## src/rtl/act_pkg.sv

```systemverilog
// act_pkg: register map, field positions and reset values of the converter trigger block
// assumes: 8-bit register port, one clock domain, synchronous active-low reset
package act_pkg;

    // ------------------------------------------------------------------
    // register offsets
    // ------------------------------------------------------------------
    localparam logic [7:0] OFS_PORT_A_PINS = 8'h05;
    localparam logic [7:0] OFS_PORT_E_PINS = 8'h09;
    localparam logic [7:0] OFS_CORE_INT_CTRL = 8'h0b;
    localparam logic [7:0] OFS_PERIPH_FLAGS_ONE = 8'h0c;
    localparam logic [7:0] OFS_PERIPH_FLAGS_TWO = 8'h0d;
    localparam logic [7:0] OFS_RESULT_HIGH = 8'h1e;
    localparam logic [7:0] OFS_CONV_CTRL_ZERO = 8'h1f;
    localparam logic [7:0] OFS_PORT_A_DIR = 8'h85;
    localparam logic [7:0] OFS_PORT_E_DIR = 8'h89;
    localparam logic [7:0] OFS_PERIPH_EN_ONE = 8'h8c;
    localparam logic [7:0] OFS_PERIPH_EN_TWO = 8'h8d;
    localparam logic [7:0] OFS_CONV_CTRL_ONE = 8'h9f;
    localparam logic [7:0] OFS_EVT_STATUS = 8'ha0;
    localparam logic [7:0] OFS_EVT_MASK = 8'ha1;

    // ------------------------------------------------------------------
    // reset values and implemented-bit masks
    // ------------------------------------------------------------------
    localparam logic [7:0] RST_ZERO = 8'h00;
    localparam logic [7:0] RST_PORT_A_DIR = 8'hff;
    localparam logic [2:0] RST_PORT_E_DIR = 3'h7;
    localparam logic [7:0] MASK_FLAGS_TWO = 8'heb;
    localparam logic [7:0] MASK_PORT_E = 8'h0f;
    localparam logic [7:0] MASK_EVT = 8'h07;

    // ------------------------------------------------------------------
    // field positions
    // ------------------------------------------------------------------
    localparam int BIT_CONV_FLAG = 6;
    localparam int BIT_E_LINE_THREE_DIR = 3;
    localparam int EVT_TRIG_TAKEN = 0;
    localparam int EVT_TRIG_IGNORED = 1;
    localparam int EVT_CONV_DONE = 2;
    localparam logic [3:0] MODE_SPECIAL_EVENT = 4'hb;

    // converter control zero layout
    typedef struct packed {
        logic [1:0] clk_sel;
        logic [2:0] chan_lo;
        logic go_done;
        logic chan_hi;
        logic converter_on;
    } act_ctl0_s;

    // result delivered by the analog converter
    typedef struct packed {
        logic done;
        logic [7:0] result;
    } act_conv_s;

    typedef enum logic [0:0] {
        ST_IDLE = 1'b0,
        ST_BUSY = 1'b1
    } act_state_e;

endpackage : act_pkg

```

## src/rtl/act_trigger.sv

```systemverilog
// act_trigger: compare-trigger start logic of the converter and its register file
// assumes: compare unit delivers its special event as a one-cycle pulse on mclk_i;
// the analog converter reports completion with a one-cycle done pulse and result byte
//
// Behaviour
// - start request accepted only with mode field 1011 and converter on
// - accepted trigger sets go/done, starting conversion like a software write
// - every trigger clears the companion timer counter to zero
// - converter off: trigger ignored, go/done unchanged, timer still cleared
// - unimplemented bits read zero; writes to them have no effect
// - port E line three input only; its direction bit reads one always
// - conversion done clears go/done and loads result high byte
// - reset disables converter, aborts conversion, restores register reset values
//
// Added by the designer: the strobed register port.
module act_trigger #(
    parameter int ADDR_W = 8
) (
    input wire logic mclk_i,
    input wire logic nrst_i,
    input wire logic [ADDR_W-1:0] addr_i,
    input wire logic [7:0] wdata_i,
    input wire logic wr_i,
    input wire logic rd_i,
    output logic [7:0] rdata_o,
    input wire logic [3:0] compare_mode_select_i,
    input wire logic special_event_i,
    output logic timer_clear_o,
    output logic conv_start_o,
    output logic conv_abort_o,
    output logic converter_on_o,
    output logic [3:0] conv_channel_o,
    input wire act_pkg::act_conv_s conv_i,
    input wire logic [7:0] port_a_pins_i,
    output logic [7:0] port_a_out_o,
    output logic [7:0] port_a_dir_o,
    input wire logic [3:0] port_e_pins_i,
    output logic [2:0] port_e_out_o,
    output logic [2:0] port_e_dir_o,
    output logic irq_o
);

    // a narrower bus could not reach the upper register bank
    if (ADDR_W < 8) begin : g_addr_w_check
        $error("act_trigger: ADDR_W must be at least 8");
    end

    // ------------------------------------------------------------------
    // address decode
    // ------------------------------------------------------------------
    function automatic logic hit(input logic [ADDR_W-1:0] a, input logic [7:0] ofs);
        hit = (a == ADDR_W'(ofs));
    endfunction : hit

    function automatic logic [7:0] w1c(input logic [7:0] cur, input logic [7:0] clr, input logic [7:0] set);
        w1c = (cur & ~clr) | set;
    endfunction : w1c

    // one select per register, shared by write decode and read mux
    wire logic sel_ctl0 = hit(addr_i, act_pkg::OFS_CONV_CTRL_ZERO);
    wire logic sel_ctl1 = hit(addr_i, act_pkg::OFS_CONV_CTRL_ONE);
    wire logic sel_res = hit(addr_i, act_pkg::OFS_RESULT_HIGH);
    wire logic sel_pa = hit(addr_i, act_pkg::OFS_PORT_A_PINS);
    wire logic sel_pa_dir = hit(addr_i, act_pkg::OFS_PORT_A_DIR);
    wire logic sel_pe = hit(addr_i, act_pkg::OFS_PORT_E_PINS);
    wire logic sel_pe_dir = hit(addr_i, act_pkg::OFS_PORT_E_DIR);
    wire logic sel_intc = hit(addr_i, act_pkg::OFS_CORE_INT_CTRL);
    wire logic sel_fl1 = hit(addr_i, act_pkg::OFS_PERIPH_FLAGS_ONE);
    wire logic sel_fl2 = hit(addr_i, act_pkg::OFS_PERIPH_FLAGS_TWO);
    wire logic sel_en1 = hit(addr_i, act_pkg::OFS_PERIPH_EN_ONE);
    wire logic sel_en2 = hit(addr_i, act_pkg::OFS_PERIPH_EN_TWO);
    wire logic sel_evt = hit(addr_i, act_pkg::OFS_EVT_STATUS);
    wire logic sel_msk = hit(addr_i, act_pkg::OFS_EVT_MASK);

    wire logic wr_ctl0 = wr_i & sel_ctl0;
    wire logic wr_ctl1 = wr_i & sel_ctl1;
    wire logic wr_res = wr_i & sel_res;
    wire logic wr_pa = wr_i & sel_pa;
    wire logic wr_pa_dir = wr_i & sel_pa_dir;
    wire logic wr_pe = wr_i & sel_pe;
    wire logic wr_pe_dir = wr_i & sel_pe_dir;
    wire logic wr_intc = wr_i & sel_intc;
    wire logic wr_fl1 = wr_i & sel_fl1;
    wire logic wr_fl2 = wr_i & sel_fl2;
    wire logic wr_en1 = wr_i & sel_en1;
    wire logic wr_en2 = wr_i & sel_en2;
    wire logic wr_evt = wr_i & sel_evt;
    wire logic wr_msk = wr_i & sel_msk;

    // ------------------------------------------------------------------
    // registers
    // ------------------------------------------------------------------
    act_pkg::act_ctl0_s ctl0_q;
    act_pkg::act_ctl0_s ctl0_d;
    act_pkg::act_state_e state_q;
    act_pkg::act_state_e state_d;
    logic [7:0] ctl1_q;
    logic [7:0] result_q;
    logic [7:0] pa_out_q;
    logic [7:0] pa_dir_q;
    logic [2:0] pe_out_q;
    logic [2:0] pe_dir_q;
    logic [7:0] intc_q;
    logic [7:0] fl1_q;
    logic [7:0] fl2_q;
    logic [7:0] en1_q;
    logic [7:0] en2_q;
    logic [7:0] evt_q;
    logic [7:0] msk_q;
    logic [7:0] rdata_q;
    logic start_q;
    logic abort_q;

    // ------------------------------------------------------------------
    // trigger qualification
    // ------------------------------------------------------------------
    wire logic mode_sel = (compare_mode_select_i == act_pkg::MODE_SPECIAL_EVENT);
    wire logic trig_taken = special_event_i & mode_sel & ctl0_q.converter_on;
    wire logic trig_ignored = special_event_i & mode_sel & ~ctl0_q.converter_on;
    // a done pulse outside a conversion (late, after reset or abort) is dropped
    wire logic conv_done = conv_i.done & (state_q == act_pkg::ST_BUSY);
    act_pkg::act_ctl0_s wr_ctl0_val;
    assign wr_ctl0_val = act_pkg::act_ctl0_s'(wdata_i);

    // timer reset is independent of the converter-on bit
    assign timer_clear_o = special_event_i & mode_sel;

    // ------------------------------------------------------------------
    // go/done flag and conversion sequencing
    // ------------------------------------------------------------------
    always_comb begin
        ctl0_d = ctl0_q;
        state_d = state_q;
        if (wr_ctl0) begin
            ctl0_d = wr_ctl0_val;
        end
        if (conv_done) begin
            ctl0_d.go_done = 1'b0;
        end
        if (trig_taken) begin
            ctl0_d.go_done = 1'b1;
        end
        case (state_q)
            act_pkg::ST_IDLE: begin
                if (ctl0_d.go_done && ctl0_d.converter_on) begin
                    state_d = act_pkg::ST_BUSY;
                end
            end
            act_pkg::ST_BUSY: begin
                if (conv_done || !ctl0_d.go_done || !ctl0_d.converter_on) begin
                    state_d = act_pkg::ST_IDLE;
                end
            end
            default: begin
                state_d = act_pkg::ST_IDLE;
            end
        endcase
    end

    // a start issued by the trigger follows the same path as a software start
    wire logic start_d = (state_q == act_pkg::ST_IDLE) & (state_d == act_pkg::ST_BUSY);
    // software clearing go or converter-on mid-conversion reports an abort
    wire logic abort_d = (state_q == act_pkg::ST_BUSY) & (state_d == act_pkg::ST_IDLE) & ~conv_done;

    always_ff @(posedge mclk_i) begin
        if (!nrst_i) begin
            ctl0_q <= act_pkg::act_ctl0_s'(act_pkg::RST_ZERO);
            state_q <= act_pkg::ST_IDLE;
            start_q <= 1'b0;
            abort_q <= 1'b0;
        end else begin
            ctl0_q <= ctl0_d;
            state_q <= state_d;
            start_q <= start_d;
            abort_q <= abort_d;
        end
    end

    // result byte: converter load wins over a software write in the same cycle
    always_ff @(posedge mclk_i) begin
        if (!nrst_i) begin
            result_q <= act_pkg::RST_ZERO;
        end else if (conv_done) begin
            result_q <= conv_i.result;
        end else if (wr_res) begin
            result_q <= wdata_i;
        end
    end

    // ------------------------------------------------------------------
    // plain control registers
    // ------------------------------------------------------------------
    always_ff @(posedge mclk_i) begin
        if (!nrst_i) begin
            ctl1_q <= act_pkg::RST_ZERO;
            pa_out_q <= act_pkg::RST_ZERO;
            pa_dir_q <= act_pkg::RST_PORT_A_DIR;
            pe_out_q <= 3'h0;
            pe_dir_q <= act_pkg::RST_PORT_E_DIR;
            intc_q <= act_pkg::RST_ZERO;
            en1_q <= act_pkg::RST_ZERO;
            en2_q <= act_pkg::RST_ZERO;
            msk_q <= act_pkg::RST_ZERO;
        end else begin
            if (wr_ctl1) begin
                ctl1_q <= wdata_i;
            end
            if (wr_pa) begin
                pa_out_q <= wdata_i;
            end
            if (wr_pa_dir) begin
                pa_dir_q <= wdata_i;
            end
            if (wr_pe) begin
                pe_out_q <= wdata_i[2:0];
            end
            if (wr_pe_dir) begin
                pe_dir_q <= wdata_i[2:0];
            end
            if (wr_intc) begin
                intc_q <= wdata_i;
            end
            if (wr_en1) begin
                en1_q <= wdata_i;
            end
            if (wr_en2) begin
                en2_q <= wdata_i & act_pkg::MASK_FLAGS_TWO;
            end
            if (wr_msk) begin
                msk_q <= wdata_i & act_pkg::MASK_EVT;
            end
        end
    end

    // ------------------------------------------------------------------
    // flags and events: hardware set wins over a clear in the same cycle
    // ------------------------------------------------------------------
    wire logic [7:0] evt_set = {5'h00, conv_done, trig_ignored, trig_taken};
    wire logic [7:0] fl1_set = {1'b0, conv_done, 6'h00};

    always_ff @(posedge mclk_i) begin
        if (!nrst_i) begin
            fl1_q <= act_pkg::RST_ZERO;
            fl2_q <= act_pkg::RST_ZERO;
            evt_q <= act_pkg::RST_ZERO;
        end else begin
            fl1_q <= (wr_fl1 ? wdata_i : fl1_q) | fl1_set;
            if (wr_fl2) begin
                fl2_q <= wdata_i & act_pkg::MASK_FLAGS_TWO;
            end
            evt_q <= w1c(evt_q, wr_evt ? wdata_i : 8'h00, evt_set) & act_pkg::MASK_EVT;
        end
    end

    // ------------------------------------------------------------------
    // read mux, data one cycle after the strobe
    // ------------------------------------------------------------------
    logic [7:0] rmux;
    always_comb begin
        rmux = 8'h00;
        if (sel_ctl0) rmux = ctl0_q;
        if (sel_ctl1) rmux = ctl1_q;
        if (sel_res) rmux = result_q;
        if (sel_pa) rmux = port_a_pins_i;
        if (sel_pa_dir) rmux = pa_dir_q;
        if (sel_pe) rmux = {4'h0, port_e_pins_i} & act_pkg::MASK_PORT_E;
        if (sel_pe_dir) rmux = {4'h0, 1'b1, pe_dir_q};
        if (sel_intc) rmux = intc_q;
        if (sel_fl1) rmux = fl1_q;
        if (sel_fl2) rmux = fl2_q;
        if (sel_en1) rmux = en1_q;
        if (sel_en2) rmux = en2_q;
        if (sel_evt) rmux = evt_q;
        if (sel_msk) rmux = msk_q;
    end

    // data stands only in the cycle after the read strobe
    always_ff @(posedge mclk_i) begin
        if (!nrst_i) begin
            rdata_q <= 8'h00;
        end else begin
            rdata_q <= rd_i ? rmux : 8'h00;
        end
    end

    // ------------------------------------------------------------------
    // outputs
    // ------------------------------------------------------------------
    assign rdata_o = rdata_q;
    assign conv_start_o = start_q;
    assign conv_abort_o = abort_q;
    assign converter_on_o = ctl0_q.converter_on;
    assign conv_channel_o = {ctl0_q.chan_hi, ctl0_q.chan_lo};
    assign port_a_out_o = pa_out_q;
    assign port_a_dir_o = pa_dir_q;
    // line three has no driver at all: it is an input-only pin
    assign port_e_out_o = pe_out_q;
    assign port_e_dir_o = pe_dir_q;
    assign irq_o = |(evt_q & msk_q);

endmodule : act_trigger

```

## config.mk

```make
export PLATFORM = sky130hd
export DESIGN_NAME = act_trigger
export DESIGN_NICKNAME = d
export VERILOG_FILES = /design/src/rtl/act_pkg.sv /design/src/rtl/act_trigger.sv
export SDC_FILE = /design/constraint.sdc
export NUM_CORES = 1
export LEC_CHECK = 0
export BUFFER_PORTS_ARGS = -buffer_cell sky130_fd_sc_hd__buf_4
export CAP_MARGIN = 10
export CORE_UTILIZATION = 35
export DETAILED_ROUTE_END_ITERATION = 7
export GPL_ROUTABILITY_DRIVEN = 0
export PLACE_DENSITY = 0.66
export SKIP_CTS_REPAIR_TIMING = 1
export SLEW_MARGIN = 10
export SYNTH_ARGS = -nofsm -noshare
export SYNTH_HDL_FRONTEND = slang
export SYNTH_SLANG_ARGS = --single-unit
```

## constraint.sdc

```tcl
create_clock -name mclk_i -period 3.05 [get_ports mclk_i]
set_input_delay 0.1525 -clock mclk_i [delete_from_list [all_inputs] [get_ports mclk_i]]
set_output_delay 0.1525 -clock mclk_i [all_outputs]
set_load 0.01 [all_outputs]
```

; ---- Word-level counts from Yosys, hierarchy flattened
; Cells that the tools add are included.
[word_totals]
romBits = 0
memories = 0
register_bits = 99
out_inout_bits = 39
ramBits = 0
word_cells = 102
latch_bits = 0
[op_classes]
add_sub_neg = 0
n_mux = 24
shift = 0
reduce_logical = 9
n_lt_le_gt_ge = 0
n_bitwise = 31
div_mod_pow = 0
mul = 0
n_eq_ne = 15
[ops]
columns = cell, count
row1 = $mux W8, 16
row2 = $eq A8 B8 Y1 const B, 7
row3 = $eq A8 B4 Y1 const B, 4
row4 = $and A1 B1 Y1, 21
row5 = $eq A8 B5 Y1 const B, 2
row6 = $mux W3, 3
row7 = $eq A8 B3 Y1 const B, 1
row8 = $or A8 B7 Y8, 1
row9 = $reduce_or A8 Y1, 1
row10 = $and A3 B3 Y3, 2
row11 = $not A1 Y1, 5
row12 = $eq A4 B4 Y1 const B, 1
row13 = $mux W1, 4
row14 = $not A3 Y3, 1
row15 = $or A3 B3 Y3, 1
row16 = $logic_not A1 Y1, 2
row17 = $logic_or A1 B1 Y1, 2
row18 = $pmux W1 S2, 1
row19 = $reduce_and A2 Y1, 1
row20 = $reduce_bool A2 Y1, 1
row21 = $reduce_or A2 Y1, 1
row22 = $logic_and A1 B1 Y1, 1

; ---- Longest topological paths before layout
[logic_depth]
depth_word = 15
mapped_depth = 8
mapped_depth_nobuf = 6

; ---- Worst setup path before layout
; Ideal clock, no wire load.
[synth_timing]
path_kind = input -> register
from = input port addr_i[4]
to = register en2_q[0]
cell_stages = 7
setup_ns = 0.128
n_path_buf = 2
t_required_ns = 2.922
setup_slack_ns = 1.400
t_arrival_ns = 1.523
cell_sequence = buf_2 or4b_1 buf_2 nor3_4 nand2_2 mux2i_1 nor2_1
[synth_via]
elab_chain_cells = 2
[synth_lines]
columns = element, line
row1 = start: declaration, act_trigger.sv:21  ; input wire logic [ADDR_W-1:0] addr_i,
row2 = $eq A8 B8 Y1, act_trigger.sv:52  ; hit = (a == ADDR_W'(ofs));
row3 = $and A1 B1 Y1, act_trigger.sv:86  ; wire logic wr_en2 = wr_i & sel_en2;
row4 = end signal: assignment, act_trigger.sv:202  ; en2_q <= act_pkg::RST_ZERO;
row5 = end signal: assignment, act_trigger.sv:227  ; en2_q <= wdata_i & act_pkg::MASK_FLAGS_TWO;
row6 = end: declaration, act_trigger.sv:107  ; logic [7:0] en2_q;
; No other way between the ends.
; A chain may end at the register's enable or synchronous reset.

; ---- Worst setup path after layout
[layout_timing]
from = input port addr_i[7]
to = register intc_q[0]
[layout_via]
elab_chain_cells = 2
[layout_lines]
columns = element, line
row1 = $eq A8 B4 Y1, act_trigger.sv:52
row2 = $and A1 B1 Y1, act_trigger.sv:82  ; wire logic wr_intc = wr_i & sel_intc;
row3 = end signal: assignment, act_trigger.sv:200  ; intc_q <= act_pkg::RST_ZERO;
row4 = end signal: assignment, act_trigger.sv:221  ; intc_q <= wdata_i;
row5 = end: declaration, act_trigger.sv:103  ; logic [7:0] intc_q;
; No other way between the ends.

==> run metrics <==
DRC errors left 0; fin nets approximately 680; Startpoint Class primary input; Cell Area, Placed 5530 µm²; Final min period 1.91 ns; layout cells sized above 1 20.3%; num rows 42; sequential-to-total area share from yosys stat 40.9%; Crit Path Class primary input to register; Final setup viols 0; antenna-violating nets left 0; syn avg cell area 8.44 µm²; GRT Overall Usage a little over a fifth; Via Count 4584; RSZ-0062 raised after global routing no; Worst setup EP type register; number of CTS-inserted buffers 9; post-synthesis async set-or-reset flop share 0%; synthesized area between 4000 and 5000 µm²; final instance area 5820 µm²; Power Density 446 nW/µm²; clk_skew 0.0100 ns; pins over their slew limit 0; CP arrival 2.12 ns; Starting Density 36.2%; CTS tree built; Synth warnings 0; PortBufs 84; # clock sinks 99; P&R area growth vs syn 19.9%; vias in the first global route around 4300; Pleak 2.35 nW; clock root buffer master clkbuf_16; peak supply drop roughly 0.00027 V; Post-DP HPWL 10700 µm; largest net degree at the start of global routing 67; WP data required about 3.3 ns; worst slew pin tran just under 0.9 ns; MaxCap Viol Count 0; ys flop type dfxtp_1; crit share post-route 62.8%; Clock Latency Late Sink 0.35 ns; Final TNS setup 0 ns; core area 13400 µm²; run status finished clean; Die Y 120 µm; Hold Fails Final Rpt 0; Ports 85; syn nets 621; hold slack 0.0628 ns; GRT overflow 0; Max-Slew Margin vs Limit 41.1%; Yosys reg bits between 90 and 100; Max Freq 522 MHz; antenna violations before repair 0; Syn Inst Count 575; vias per cell 5.65; full die area 14300 µm²; Chip Width 120 µm; most common cell after layout, fill and taps aside dfxtp_1; Wirelength per Cell 18.3 µm; most frequent cells in the layout dfxtp_1 (99), buf_4 (94), nand2_1 (83); EDFF count, synth 0; Pwr Total 2.59 mW; critical path peak fanout 22; Distinct cells, synth a little over 60; # diodes 0; First DRT Iteration DRCs around 320; final WL 14800 µm; maximum clock path buffer count 2; CTS H-Tree Depth 3; first-pass GRT wire length approximately 23000 µm; Pre-antenna DRT Iters 5; clk slew on worst S/H paths 0.07 ns; Hold WC Path Type primary input to register
## critical path: stages
cell     delay, ns
buf_4         0.19
or4_4         0.57
nor2_2        0.44
nand4_2       0.40
mux2i_1       0.29
nor2_1        0.07
## metrics by stage
step	instances	utilization (%)	worst slack [ns]
after global routing	812	43.4	1.03
after CTS	812	43.4	1.17
final	812	43.4	1.14
after global placement	796	41.3	0.903
after detailed placement	796	41.3	0.800
after floorplan	575	-	1.40
## report_power, final
part / switching (mW) / total, mW / internal [mW]
Combinational: 0.138 / 0.211 / 0.0723
Sequential: 0.00156 / 1.30 / 1.29
Clock: 0.503 / 1.09 / 0.584
## synth_stat cells (8+ instances only)
master / count / area, µm²
dfxtp_1: 99 / 1980
nand2_1: 83 / 312
nor2_1: 59 / 221
nand3_1: 56 / 280
mux2i_1: 52 / 521
a21oi_1: 51 / 255
clkbuf_1: 28 / 105
buf_4: 10 / 75.1
nor3_1: 10 / 50.1
a22oi_1: 8 / 60.1
a311oi_1: 8 / 70.1
buf_2: 8 / 40.0
o21ai_0: 8 / 40.0
## flip-flops by register name (all words and copies together), names as in the netlist, 4 cells and up
signal	count
ctl1_q	8
result_q	8
en1_q	8
fl2_q	6
intc_q	8
port_a_out_o	8
fl1_q	8
conv_channel_o	4
rdata_o	8
en2_q	6
port_a_dir_o	8
## path summary, 6_finish.rpt
path / start / end / slack [ns] / depth (start not counted)
max: addr_i[7] / intc_q[0] / 1.14 / 6
min: conv_i[8] / conv_abort_o / 0.06 / 3
max reg2reg: state_q / conv_start_o / 1.41 / 5
min reg2reg: port_e_out_o[1] / port_e_out_o[1] / 0.46 / 2
## logic make-up after synthesis
family	Yosys count	synth area share (%)
buffers and inverters	55	5.55
AO/OA/AOI/OAI	114	15.6
multiplexers	53	11.0
flip-flops	99	40.9
AND/OR/NAND/NOR	254	27.1
## final cells by class
class                           count  area [µm²]
Fill cell                        1341        7580
Multi-Input combinational cell    421        2600
Sequential cell                    99        1980
Timing Repair Buffer               94         706
Clock buffer                       10         239
Tap cell                          176         220
Clock inverter                      6        47.5
Inverter                            6        22.5
## metal layers
layer | up-vias | part of all wire [%] | wire length (µm) | global-route usage, %
met3 | 36 | 5.9 | 879 | 3.90
li1 | 2178 | - | - | -
met5 | - | 0 | 0 | 0
met4 | 0 | 3.4 | 499 | 9.45
met1 | 2172 | 43 | 6320 | 26.3
met2 | 198 | 48 | 7140 | 34.8
Power figures use the tool's default switching activity.
